File: config.mk
export PLATFORM = sky130hd
export DESIGN_NAME = gpc_gpio_port
export DESIGN_NICKNAME = d
export VERILOG_FILES = /design/src/design/gpc_pkg.sv /design/src/design/gpc_gpio_port.sv /design/src/design/gpc_reset_stretch.sv
export SDC_FILE = /design/constraint.sdc
export NUM_CORES = 1
export LEC_CHECK = 0
export BUFFER_PORTS_ARGS = -buffer_cell sky130_fd_sc_hd__clkbuf_2
export CORE_ASPECT_RATIO = 0.6
export CORE_MARGIN = 4
export CORE_UTILIZATION = 40
export CTS_CLUSTER_DIAMETER = 120
export DETAILED_ROUTE_END_ITERATION = 8
export SETUP_SLACK_MARGIN = 0.3
export SLEW_MARGIN = 20
export SYNTH_ARGS = -nofsm -noshare
export SYNTH_HDL_FRONTEND = slang
export SYNTH_HIERARCHICAL = 1
export SYNTH_SLANG_ARGS = --single-unit
export TNS_END_PERCENT = 1
File: constraint.sdc
create_clock -name clk_sys -period 2.7 [get_ports clk_sys]
set_input_delay 0.405 -clock clk_sys [delete_from_list [all_inputs] [get_ports clk_sys]]
set_output_delay 0.405 -clock clk_sys [all_outputs]
set_load 0.01 [all_outputs]
File: src/design/gpc_pkg.sv
package gpc_pkg;

    // ==========================================================
    // timing
    // ==========================================================
    localparam int CLK_PERIOD_NS = 4;
    localparam int RST_MIN_LOW_NS = 1000;
    // least time: round up to whole cycles
    localparam int RST_MIN_LOW_CYC = (RST_MIN_LOW_NS + CLK_PERIOD_NS - 1) / CLK_PERIOD_NS;
    localparam int RST_HOLD_MS = 250;
    localparam longint RST_HOLD_NS = longint'(RST_HOLD_MS) * 64'd1000000;
    localparam int RST_HOLD_CYC = int'(RST_HOLD_NS / CLK_PERIOD_NS);
    localparam int RST_CNT_W = 26;

    // ==========================================================
    // register map (byte addresses)
    // ==========================================================
    localparam logic [3:0] ADDR_PORT_A = 4'h0;
    localparam logic [3:0] ADDR_PORT_C = 4'h4;
    localparam logic [3:0] ADDR_STATUS = 4'h8;
    localparam logic [3:0] ADDR_CTRL = 4'hc;

    // one byte per field, one bit per line inside each byte
    localparam int FLD_DATA_LSB = 0;
    localparam int FLD_SF_LSB = 8;
    localparam int FLD_DIR_LSB = 16;
    localparam int FLD_MODE_LSB = 24;
    localparam int LINES_PER_PORT = 8;
    localparam int NUM_LINES = 16;

    // first port has no special-function byte
    localparam logic [31:0] PORT_A_WMASK = 32'hffff_00ff;
    localparam logic [31:0] PORT_C_WMASK = 32'hffff_ffff;
    // serial and modem lines on their peripheral, line 4 left alone
    localparam logic [31:0] PORT_A_RESET = 32'hef00_0000;
    // activity led line as output, driven high so the led starts dark
    localparam logic [31:0] PORT_C_RESET = 32'h0040_0040;

    localparam int LED_LINE = 6;
    localparam int INIT_LINE = 5;

    localparam int CTRL_LED_AUTO = 0;
    localparam int CTRL_INIT_LEVEL = 1;
    localparam logic [31:0] CTRL_RESET = 32'h0000_0001;

    localparam int STAT_HOLD = 0;
    localparam int STAT_INIT_PIN = 1;
    localparam int STAT_INIT_SEEN = 2;
    localparam int STAT_OE_LSB = 16;

    // ==========================================================
    // types
    // ==========================================================
    typedef enum logic [2:0] {
        RST_RUN = 3'b001,
        RST_QUAL = 3'b010,
        RST_HOLD = 3'b100
    } gpc_rst_state_t;

    typedef struct packed {
        logic [15:0] out;
        logic [15:0] oe_n;
    } gpc_pin_drive_t;

    typedef struct packed {
        logic [15:0] out;
        logic [15:0] oe;
    } gpc_periph_t;

endpackage

File: src/design/gpc_gpio_port.sv
`timescale 1ns/10ps
`default_nettype none

module gpc_gpio_port #(
    parameter int unsigned HOLD_CYCLES = gpc_pkg::RST_HOLD_CYC
) (
    // clock and reset
    input wire logic clk_sys,
    input wire logic resetn,
    // hard reset pin and stretched reset out
    input wire logic ext_reset_pin_n,
    output var logic module_reset_n,
    // avalon-mm slave
    input wire logic [3:0] avs_address,
    input wire logic avs_read,
    input wire logic avs_write,
    input wire logic [3:0] avs_byteenable,
    input wire logic [31:0] avs_writedata,
    output var logic [31:0] avs_readdata,
    output var logic avs_waitrequest,
    // header pins
    input wire logic [15:0] pin_in,
    output var gpc_pkg::gpc_pin_drive_t pin_drive,
    // dedicated peripherals
    input wire gpc_pkg::gpc_periph_t periph_drive,
    output var logic [15:0] periph_in,
    input wire logic eth_activity
);
    import gpc_pkg::*;

    // ==========================================================
    // helpers
    // ==========================================================
    function automatic logic word_hit(input logic [3:0] addr, input logic [3:0] base);
        return addr[3:2] == base[3:2];
    endfunction

    function automatic logic [31:0] merge_bytes(input logic [31:0] old_val, input logic [31:0] new_val,
                                                input logic [3:0] be);
        logic [31:0] res;
        res = old_val;
        for (int i = 0; i < 4; i++) begin
            if (be[i]) begin
                res[i*8 +: 8] = new_val[i*8 +: 8];
            end
        end
        return res;
    endfunction

    // ==========================================================
    // stretched hard reset
    // ==========================================================
    logic hold_active;

    gpc_reset_stretch #(
        .HOLD_CYCLES(HOLD_CYCLES)
    ) u_reset_stretch (
        .clk_sys(clk_sys),
        .resetn(resetn),
        .reset_pin_n(ext_reset_pin_n),
        .hold_active(hold_active)
    );

    // ==========================================================
    // state
    // ==========================================================
    logic [31:0] port_a_control_reg;
    logic [31:0] port_c_control_reg;
    logic [31:0] ctrl_reg;
    logic init_seen_reg;
    logic led_blink_reg;
    logic wait_reg;
    logic [31:0] readdata_reg;
    logic [15:0] pin_out_reg;
    logic [15:0] pin_oe_n_reg;
    logic [15:0] periph_in_reg;
    logic module_reset_n_reg;

    // ==========================================================
    // bus decode
    // ==========================================================
    wire bus_req = avs_read | avs_write;
    wire wr_commit = avs_write & ~wait_reg;
    wire hit_port_a = word_hit(avs_address, ADDR_PORT_A);
    wire hit_port_c = word_hit(avs_address, ADDR_PORT_C);
    wire hit_status = word_hit(avs_address, ADDR_STATUS);
    wire hit_ctrl = word_hit(avs_address, ADDR_CTRL);

    // whole-word writes are the expected use; byte enables still honoured
    wire [31:0] port_a_wr_val = merge_bytes(port_a_control_reg, avs_writedata, avs_byteenable) & PORT_A_WMASK;
    wire [31:0] port_c_wr_val = merge_bytes(port_c_control_reg, avs_writedata, avs_byteenable) & PORT_C_WMASK;
    wire [31:0] ctrl_wr_val = merge_bytes(ctrl_reg, avs_writedata, avs_byteenable) & 32'h0000_0003;
    wire init_clear = wr_commit & hit_status & avs_byteenable[0] & avs_writedata[STAT_INIT_SEEN];

    // ==========================================================
    // line configuration vectors
    // ==========================================================
    wire [15:0] cfg_mode = {port_c_control_reg[FLD_MODE_LSB +: 8], port_a_control_reg[FLD_MODE_LSB +: 8]};
    wire [15:0] cfg_dir = {port_c_control_reg[FLD_DIR_LSB +: 8], port_a_control_reg[FLD_DIR_LSB +: 8]};
    wire [15:0] cfg_sf = {port_c_control_reg[FLD_SF_LSB +: 8], 8'h00};
    wire [15:0] cfg_data = {port_c_control_reg[FLD_DATA_LSB +: 8], port_a_control_reg[FLD_DATA_LSB +: 8]};

    // auto blink flips the stored level, so the led polarity stays software's
    wire [15:0] led_flip = 16'(led_blink_reg) << (LINES_PER_PORT + LED_LINE);
    wire [15:0] line_level = cfg_data ^ led_flip;

    wire led_auto = ctrl_reg[CTRL_LED_AUTO];
    wire init_pin = pin_in[LINES_PER_PORT + INIT_LINE];
    wire init_match = (init_pin == ctrl_reg[CTRL_INIT_LEVEL]);

    // ==========================================================
    // per-line pin mux
    // ==========================================================
    wire [15:0] line_out_next;
    wire [15:0] line_oe_n_next;

    for (genvar g = 0; g < NUM_LINES; g++) begin : g_line
        // peripheral owns value and direction when the mode bit is set
        wire gp_output = ~cfg_sf[g] & cfg_dir[g];
        wire drive_en = cfg_mode[g] ? periph_drive.oe[g] : gp_output;
        assign line_out_next[g] = cfg_mode[g] ? periph_drive.out[g] : line_level[g];
        // all pins released while the stretched reset holds
        assign line_oe_n_next[g] = hold_active | ~drive_en;
    end

    // ==========================================================
    // read mux
    // ==========================================================
    logic [31:0] rd_mux;

    always_comb begin
        rd_mux = 32'h0000_0000;
        if (hit_port_a) begin
            // data byte shows the pin, not the stored drive value
            rd_mux = {port_a_control_reg[31:8], pin_in[7:0]};
        end else if (hit_port_c) begin
            rd_mux = {port_c_control_reg[31:8], pin_in[15:8]};
        end else if (hit_status) begin
            rd_mux = {~pin_oe_n_reg, 13'h0000, init_seen_reg, init_pin, hold_active};
        end else if (hit_ctrl) begin
            rd_mux = ctrl_reg;
        end
    end

    // ==========================================================
    // avalon handshake
    // ==========================================================
    // one wait cycle per access; idle waitrequest stays high
    always_ff @(posedge clk_sys or negedge resetn) begin
        if (!resetn) begin
            wait_reg <= 1'b1;
        end else begin
            wait_reg <= ~(wait_reg & bus_req);
        end
    end

    always_ff @(posedge clk_sys or negedge resetn) begin
        if (!resetn) begin
            readdata_reg <= 32'h0000_0000;
        end else if (wait_reg & avs_read) begin
            readdata_reg <= rd_mux;
        end
    end

    // ==========================================================
    // port and control registers
    // ==========================================================
    // reserved lines are stored like any other; keeping them is software's job
    always_ff @(posedge clk_sys or negedge resetn) begin
        if (!resetn) begin
            port_a_control_reg <= PORT_A_RESET;
            port_c_control_reg <= PORT_C_RESET;
            ctrl_reg <= CTRL_RESET;
        end else if (hold_active) begin
            port_a_control_reg <= PORT_A_RESET;
            port_c_control_reg <= PORT_C_RESET;
            ctrl_reg <= CTRL_RESET;
        end else if (wr_commit) begin
            if (hit_port_a) begin
                port_a_control_reg <= port_a_wr_val;
            end
            if (hit_port_c) begin
                port_c_control_reg <= port_c_wr_val;
            end
            if (hit_ctrl) begin
                ctrl_reg <= ctrl_wr_val;
            end
        end
    end

    // ==========================================================
    // activity led and soft reset watch
    // ==========================================================
    always_ff @(posedge clk_sys or negedge resetn) begin
        if (!resetn) begin
            led_blink_reg <= 1'b0;
        end else if (hold_active | ~led_auto) begin
            led_blink_reg <= 1'b0;
        end else if (eth_activity) begin
            led_blink_reg <= ~led_blink_reg;
        end
    end

    // set wins over a same-cycle clear so no trigger is lost
    always_ff @(posedge clk_sys or negedge resetn) begin
        if (!resetn) begin
            init_seen_reg <= 1'b0;
        end else if (hold_active) begin
            init_seen_reg <= 1'b0;
        end else if (init_match) begin
            init_seen_reg <= 1'b1;
        end else if (init_clear) begin
            init_seen_reg <= 1'b0;
        end
    end

    // ==========================================================
    // registered pin side
    // ==========================================================
    always_ff @(posedge clk_sys or negedge resetn) begin
        if (!resetn) begin
            pin_out_reg <= 16'h0000;
            pin_oe_n_reg <= 16'hffff;
            periph_in_reg <= 16'h0000;
            module_reset_n_reg <= 1'b0;
        end else begin
            pin_out_reg <= line_out_next;
            pin_oe_n_reg <= line_oe_n_next;
            periph_in_reg <= pin_in;
            module_reset_n_reg <= ~hold_active;
        end
    end

    // ==========================================================
    // outputs
    // ==========================================================
    assign avs_waitrequest = wait_reg;
    assign avs_readdata = readdata_reg;
    assign pin_drive = '{out: pin_out_reg, oe_n: pin_oe_n_reg};
    assign periph_in = periph_in_reg;
    assign module_reset_n = module_reset_n_reg;

endmodule

`default_nettype wire

File: src/design/gpc_reset_stretch.sv
`timescale 1ns/10ps
`default_nettype none

module gpc_reset_stretch #(
    parameter int unsigned HOLD_CYCLES = gpc_pkg::RST_HOLD_CYC
) (
    // clock and reset
    input wire logic clk_sys,
    input wire logic resetn,
    // external reset pin, active low
    input wire logic reset_pin_n,
    // stretched reset
    output var logic hold_active
);
    import gpc_pkg::*;

    // ==========================================================
    // qualify and stretch
    // ==========================================================
    gpc_rst_state_t state_reg, state_next;
    logic [RST_CNT_W-1:0] cnt_reg, cnt_next;
    logic hold_reg;

    localparam logic [RST_CNT_W-1:0] MIN_LAST = RST_CNT_W'(RST_MIN_LOW_CYC - 1);
    wire [RST_CNT_W-1:0] hold_last = RST_CNT_W'(HOLD_CYCLES - 1);
    wire [RST_CNT_W-1:0] cnt_inc = cnt_reg + 1'b1;

    always_comb begin
        state_next = state_reg;
        cnt_next = cnt_reg;
        case (state_reg)
            RST_RUN: begin
                if (!reset_pin_n) begin
                    state_next = RST_QUAL;
                    cnt_next = '0;
                end
            end
            RST_QUAL: begin
                // glitches shorter than the minimum low time are ignored
                if (reset_pin_n) begin
                    state_next = RST_RUN;
                end else if (cnt_reg == MIN_LAST) begin
                    state_next = RST_HOLD;
                    cnt_next = '0;
                end else begin
                    cnt_next = cnt_inc;
                end
            end
            RST_HOLD: begin
                // count restarts while the pin is still low
                if (!reset_pin_n) begin
                    cnt_next = '0;
                end else if (cnt_reg == hold_last) begin
                    state_next = RST_RUN;
                end else begin
                    cnt_next = cnt_inc;
                end
            end
            default: begin
                state_next = RST_HOLD;
                cnt_next = '0;
            end
        endcase
    end

    // power-up behaves like a released pin
    always_ff @(posedge clk_sys or negedge resetn) begin
        if (!resetn) begin
            state_reg <= RST_HOLD;
            cnt_reg <= '0;
            hold_reg <= 1'b1;
        end else begin
            state_reg <= state_next;
            cnt_reg <= cnt_next;
            // qualifying a low pin must not reset anything yet
            hold_reg <= (state_next == RST_HOLD);
        end
    end

    assign hold_active = hold_reg;

endmodule

`default_nettype wire

; ---- Word-level counts from Yosys, hierarchy flattened
; Index checks and enable logic that the tools add are counted.
[word_totals]
ff_bits = 210
elab_cells = 187
[classes]
bitwise = 63
n_eq_ne = 13
n_mux = 67
addsub = 1
reduce_logical = 22
[op_table]
columns = op, n
row1 = two-way mux 32 bit, 13
row2 = two-way mux 26 bit, 5
row3 = case mux 26 bit (3 select lines), 1
row4 = two-way mux 1 bit, 37
row5 = two-way mux 8 bit, 4
row6 = NOT 1 bit, 29
row7 = AND reduction 3 bit, 9
row8 = "adder 26 x 1 -> 26 bit, second input constant", 1
row9 = "== test 26 bit, second input constant", 1
row10 = "== test 26 x 8 -> 1 bit, second input constant", 1
row11 = bitwise OR 1 bit, 18
row12 = nonzero test 2 bit, 9
row13 = NOT 16 bit, 1
row14 = XOR 16 x 15 -> 16 bit, 1
row15 = two-way mux 3 bit, 5
row16 = AND 1 bit, 14
row17 = case mux 3 bit (3 select lines), 1
row18 = "== test 3 bit, second input constant", 2
row19 = "== test 2 bit, second input constant", 2
row20 = "inequality test 2 bit, second input constant", 2
row21 = AND reduction 2 bit, 2
row22 = "== test 3 x 1 -> 1 bit, second input constant", 1
row23 = "== test 3 x 2 -> 1 bit, second input constant", 1
row24 = "inequality test 3 bit, second input constant", 1
row25 = other kinds (5), 5

; ---- Depth between registers and ports, before layout
[depth]
depth_word = 8
depth_mapped = 8
depth_no_buf = 7

; ---- Cells and area by module
; Netlist, hierarchy kept.
[modules_own_cells]
columns = module, cells_per_inst, area_per_inst_um2, n_inst
row1 = gpc_gpio_port, 539, 6143.4, 1
row2 = gpc_reset_stretch, 191, 1784.2, 1

; ---- Worst setup path after synthesis
; No wires, ideal clock.
[synth_timing]
path_kind = reg2reg
from = reg u_reset_stretch.cnt_reg[14]
to = reg u_reset_stretch.cnt_reg[11]
stages_incl_launch_ff = 8
arrival_time_ns = 1.967
slack_ns = 0.609
path_cell_list = dfrtp_1 > or4b_4 > nor4_4 > a21o_1 > buf_6 > nor2b_2 > buf_6 > a211o_1
[synth_via]
elab_chain_cells = 4
word_cells_on_any_way = 7
cone_classes = eq/ne: 3 / mux: 3 / reduce/logical: 1
[synth_rtl]
columns = item, line_no
row1 = "start, declared", gpc_reset_stretch.sv:21  ; logic [RST_CNT_W-1:0] cnt_reg, cnt_next;
row2 = "start signal, assigned", gpc_reset_stretch.sv:74  ; cnt_reg <= cnt_next;
row3 = == test 26 x 8 -> 1 bit, gpc_reset_stretch.sv:42  ; end else if (cnt_reg == MIN_LAST) begin
row4 = two-way mux 26 bit, gpc_reset_stretch.sv:42
row5 = two-way mux 26 bit, gpc_reset_stretch.sv:40  ; if (reset_pin_n) begin
row6 = case mux 26 bit (3 select lines), gpc_reset_stretch.sv:31  ; case (state_reg)
; Several ways; a longest one is shown, not always the timed one. The select of a mux whose other input is x is not followed.
; A chain may end at the register's enable or synchronous reset.

; ---- Worst setup path in the final report
[layout_timing]
from = reg u_reset_stretch.cnt_reg[8]
to = reg u_reset_stretch.cnt_reg[11]
[layout_via]
elab_chain_cells = 4
word_cells_on_any_way = 10
cone_classes = add/sub: 1 / eq/ne: 3 / mux: 5 / reduce/logical: 1
[layout_rtl]
columns = item, line_no
row1 = adder 26 x 1 -> 26 bit or == test 26 x 8 -> 1 bit (tied branches), "gpc_reset_stretch.sv:26, gpc_reset_stretch.sv:42"
row2 = two-way mux 26 bit (on tied branches), "gpc_reset_stretch.sv:53, gpc_reset_stretch.sv:42"
row3 = two-way mux 26 bit (on tied branches), "gpc_reset_stretch.sv:51, gpc_reset_stretch.sv:40"
row4 = case mux 26 bit (3 select lines), gpc_reset_stretch.sv:31
; Several ways; a longest one is shown, not always the timed one. The select of a mux whose other input is x is not followed.

==> reports/summary.txt <==
Avg Vias per Cell: 5.184
clk buf depth: 2
post-route setup slack: 0.4036 ns
CP Buf/Inv Count: 0
row cnt: 39
critical path cell sequence: or4_4, nand4bb_1, o211a_1, nor2b_2, a211o_1
drt drc: 0
grt total ovfl: 0
final hold violation count: 0
Clock power frac: 45.4%
worst-case hold slack: 0.09060 ns
I/O pins: 176
Slowest cell on crit path: or4_4
DIE WIDTH: 189.7 um
GR Util met3: 6.491%
Startpoint Class: register
CP Data Arrival Time: 2.61 ns
Yosys reg bits: 172
Sequential cell area: 4340 um2
Pint: 4518 uW
Largest stage delay, worst path: 0.59 ns
Starting Density: 41.23%
Fmax achieved: 435.5 MHz
Nets: 1001
Mapped Area: 7928 um2
combinational power share: 8.6%
largest net degree at the start of global routing: 66
initial antenna violation count: 2
synthesis-to-layout area growth: 22.90%
Top delay family on crit path: simple AND/OR/NAND/NOR gates
Filler Cell Count: 1788
final antenna-violating net count: 0
measured slew at the worst slew-check pin: 0.6602 ns
Hold/Removal Path Class: in -> reg
vias in the first global route: 5786
via count: 6138
# setup viols final: 0
Total Wirelength: 22.42 mm
CTS tree: done
dpl ws: 0.3796 ns
layer with the highest usage: met1
clock root cell: clkbuf_16
Worst Skew: 0.008695 ns
Synth Area per Inst: 10.86 um2
IO Port Bufs: 173
layout cells sized above 1: 33.22%
Seq/Total Area, Yosys: 54.75%
Worst Setup Path Type: reg -> reg
setup slack, reg-to-reg: 0.40 ns
Antenna diodes: 0
GR Layer Usage met2: 25.97%
period utilization: 85.05%
Tot GR Track Use: 20.51%
Worst Path Required: 3.01 ns
leak pwr: 0.004570 uW
routability cong.: 0.8460
max-slew violation count: 0
worst vdd ir: 0.3881 mV
H-tree levels: 4
sequential share of power: 46.0%
Reg clk slew, reported paths: 0.07 ns
P per Cell Area: 607.0 nW/um2
Yosys warning total: 6
HP Start: pin_in[9]
worst skew pair latency: 0.43 ns
reg2reg start: u_reset_stretch/cnt_reg[8]
asr flop ratio synth: 100.0%
first-pass GRT wire length: 34.41 mm
Final TNS setup: 0 ns
P_sw: 1396 uW
status: finished, final reports clean
post-CTS setup buffers: 0
grt met1 use: 33.38%
Cell variety after synth: 57
R2R Path End: u_reset_stretch/cnt_reg[11]
Post-synth EDFFs: 0
Worst Reg2Reg Path Length in Cells: 5
Crit Path Max Fanout: 11
total power: 5915 uW
drt wl/cell: 18.93 um
CORE AREA: 19230 um2
# clock sinks: 172
area of the multi-input gates: 3288 um2
switching share of power: 23.61%
drt initial violations: 561
Die H: 117.1 um
Max-Cap Viols: 0
first-pass iteration count of the detailed router: 5
hpwl dp: 16.57 mm
Post-Synthesis Cells: 730
total CTS buffers: 17
RSZ-0062 raised after global routing: false
hold path depth: 1
CP endpoint kind: register
Top FF cell, synth: dfrtp_1
minimum clock period after layout: 2.296 ns
die area: 22210 um2
Syn Nets: 826
relative slew slack: 55.84%
hold-critical path endpoint: periph_in[9]
==> layout make-up <==
type | instances | share of cell area, %
Sequential cell | 172 | 44.55
Multi-Input combinational cell | 503 | 33.75
Timing Repair Buffer | 198 | 11.16
Clock buffer | 22 | 4.970
Tap cell | 266 | 3.416
Clock inverter | 10 | 1.657
Inverter | 13 | 0.5008
==> per-stage QoR <==
step                instance area, um2  utilization, %  instances
CTS                               9737           50.64       1184
detailed placement                9081           47.23       1151
finish                            9743           50.68       1184
global route                      9743           50.68       1184
floorplan                         7928               -        730
global placement                  9081           47.23       1151
==> how the worst max path moves through the flow <==
| stage | slack (ns) | startpoint | endpoint | depth (start not counted) |
|---|---|---|---|---|
| after floorplan | 0.61 | u_reset_stretch/cnt_reg[14] | u_reset_stretch/cnt_reg[11] | 7 |
| after global placement | 0.35 | u_reset_stretch/cnt_reg[1] | u_reset_stretch/cnt_reg[21] | 8 |
| after detailed placement | 0.38 | u_reset_stretch/cnt_reg[1] | u_reset_stretch/cnt_reg[23] | 8 |
| after CTS | 0.37 | u_reset_stretch/cnt_reg[1] | u_reset_stretch/cnt_reg[15] | 8 |
| after global routing | 0.32 | u_reset_stretch/cnt_reg[8] | u_reset_stretch/cnt_reg[11] | 5 |
| final | 0.40 | u_reset_stretch/cnt_reg[8] | u_reset_stretch/cnt_reg[11] | 5 |
==> placed cells by master, fill, tap and decap left out, types with 4 or more instances in the layout <==
cell type,count
clkbuf_2,172
dfrtp_1,143
nand2_1,97
nor2_1,66
mux2i_1,48
a21oi_1,43
nand2b_1,40
dfstp_2,29
a22o_1,28
a21o_1,25
mux2_2,23
buf_4,22
o21ai_0,19
clkbuf_16,17
nand3_1,14
inv_1,12
nand4_1,12
xor2_1,12
and3_1,9
a311oi_1,8
a31o_2,8
and4_1,4
bufinv_16,4
clkbuf_8,4
==> power groups by stage <==
stage                     sequential [uW]  clock (uW)  combinational [uW]
final                                2720        2690                 510
after CTS                            2720        2730                 520
after detailed placement             2770           0                 517
after global routing                 2730        2860                 566
after global placement               2760           0                 517
after floorplan                      2800           0                 191
==> cells in the mapped netlist, drive strengths merged (10+ instances only) <==
cell type  instances  area, um2
a21o              25      187.7
a21oi             43      215.2
a22o              28      245.2
and3              10      67.56
buf               30      211.5
clkbuf            12      45.04
dfrtp            143       3578
dfstp             29      762.0
inv               13      48.80
mux2              23      259.0
mux2i             48      480.5
nand2             97      364.1
nand2b            40      250.2
nand3             16      97.60
nand4             12      75.07
nor2              66      247.7
o21ai             19      95.09
xor2              12      105.1
==> layer usage <==
layer	vias to the layer above	routed length, um
met4	4	156
met3	15	1810
met2	214	8736
met5	-	27
met1	2990	11690
li1	2915	-
==> timing repair <==
| action | 4_1_cts | 5_1_grt |
|---|---|---|
| gates resized for setup | 0 | 1 |
| endpoints found under the setup margin | 0 | 21 |
| hold buffers | 1 | 0 |
| hold endpoints to repair | 22 | 0 |
==> logic make-up (layout without fill, tap and decap cells) <==
group           count (synthesis)  after routing  share of synthesized area [%]
simple gates                  271            271                          17.22
flops                         172            172                          54.75
compound gates                143            143                          12.42
mux                            73             73                          9.896
xor+xnor                       14             14                          1.547
buf+inv                        55            243                          3.851
fa+ha+maj                       2              2                         0.3156
(Power assumes the default switching activity.)
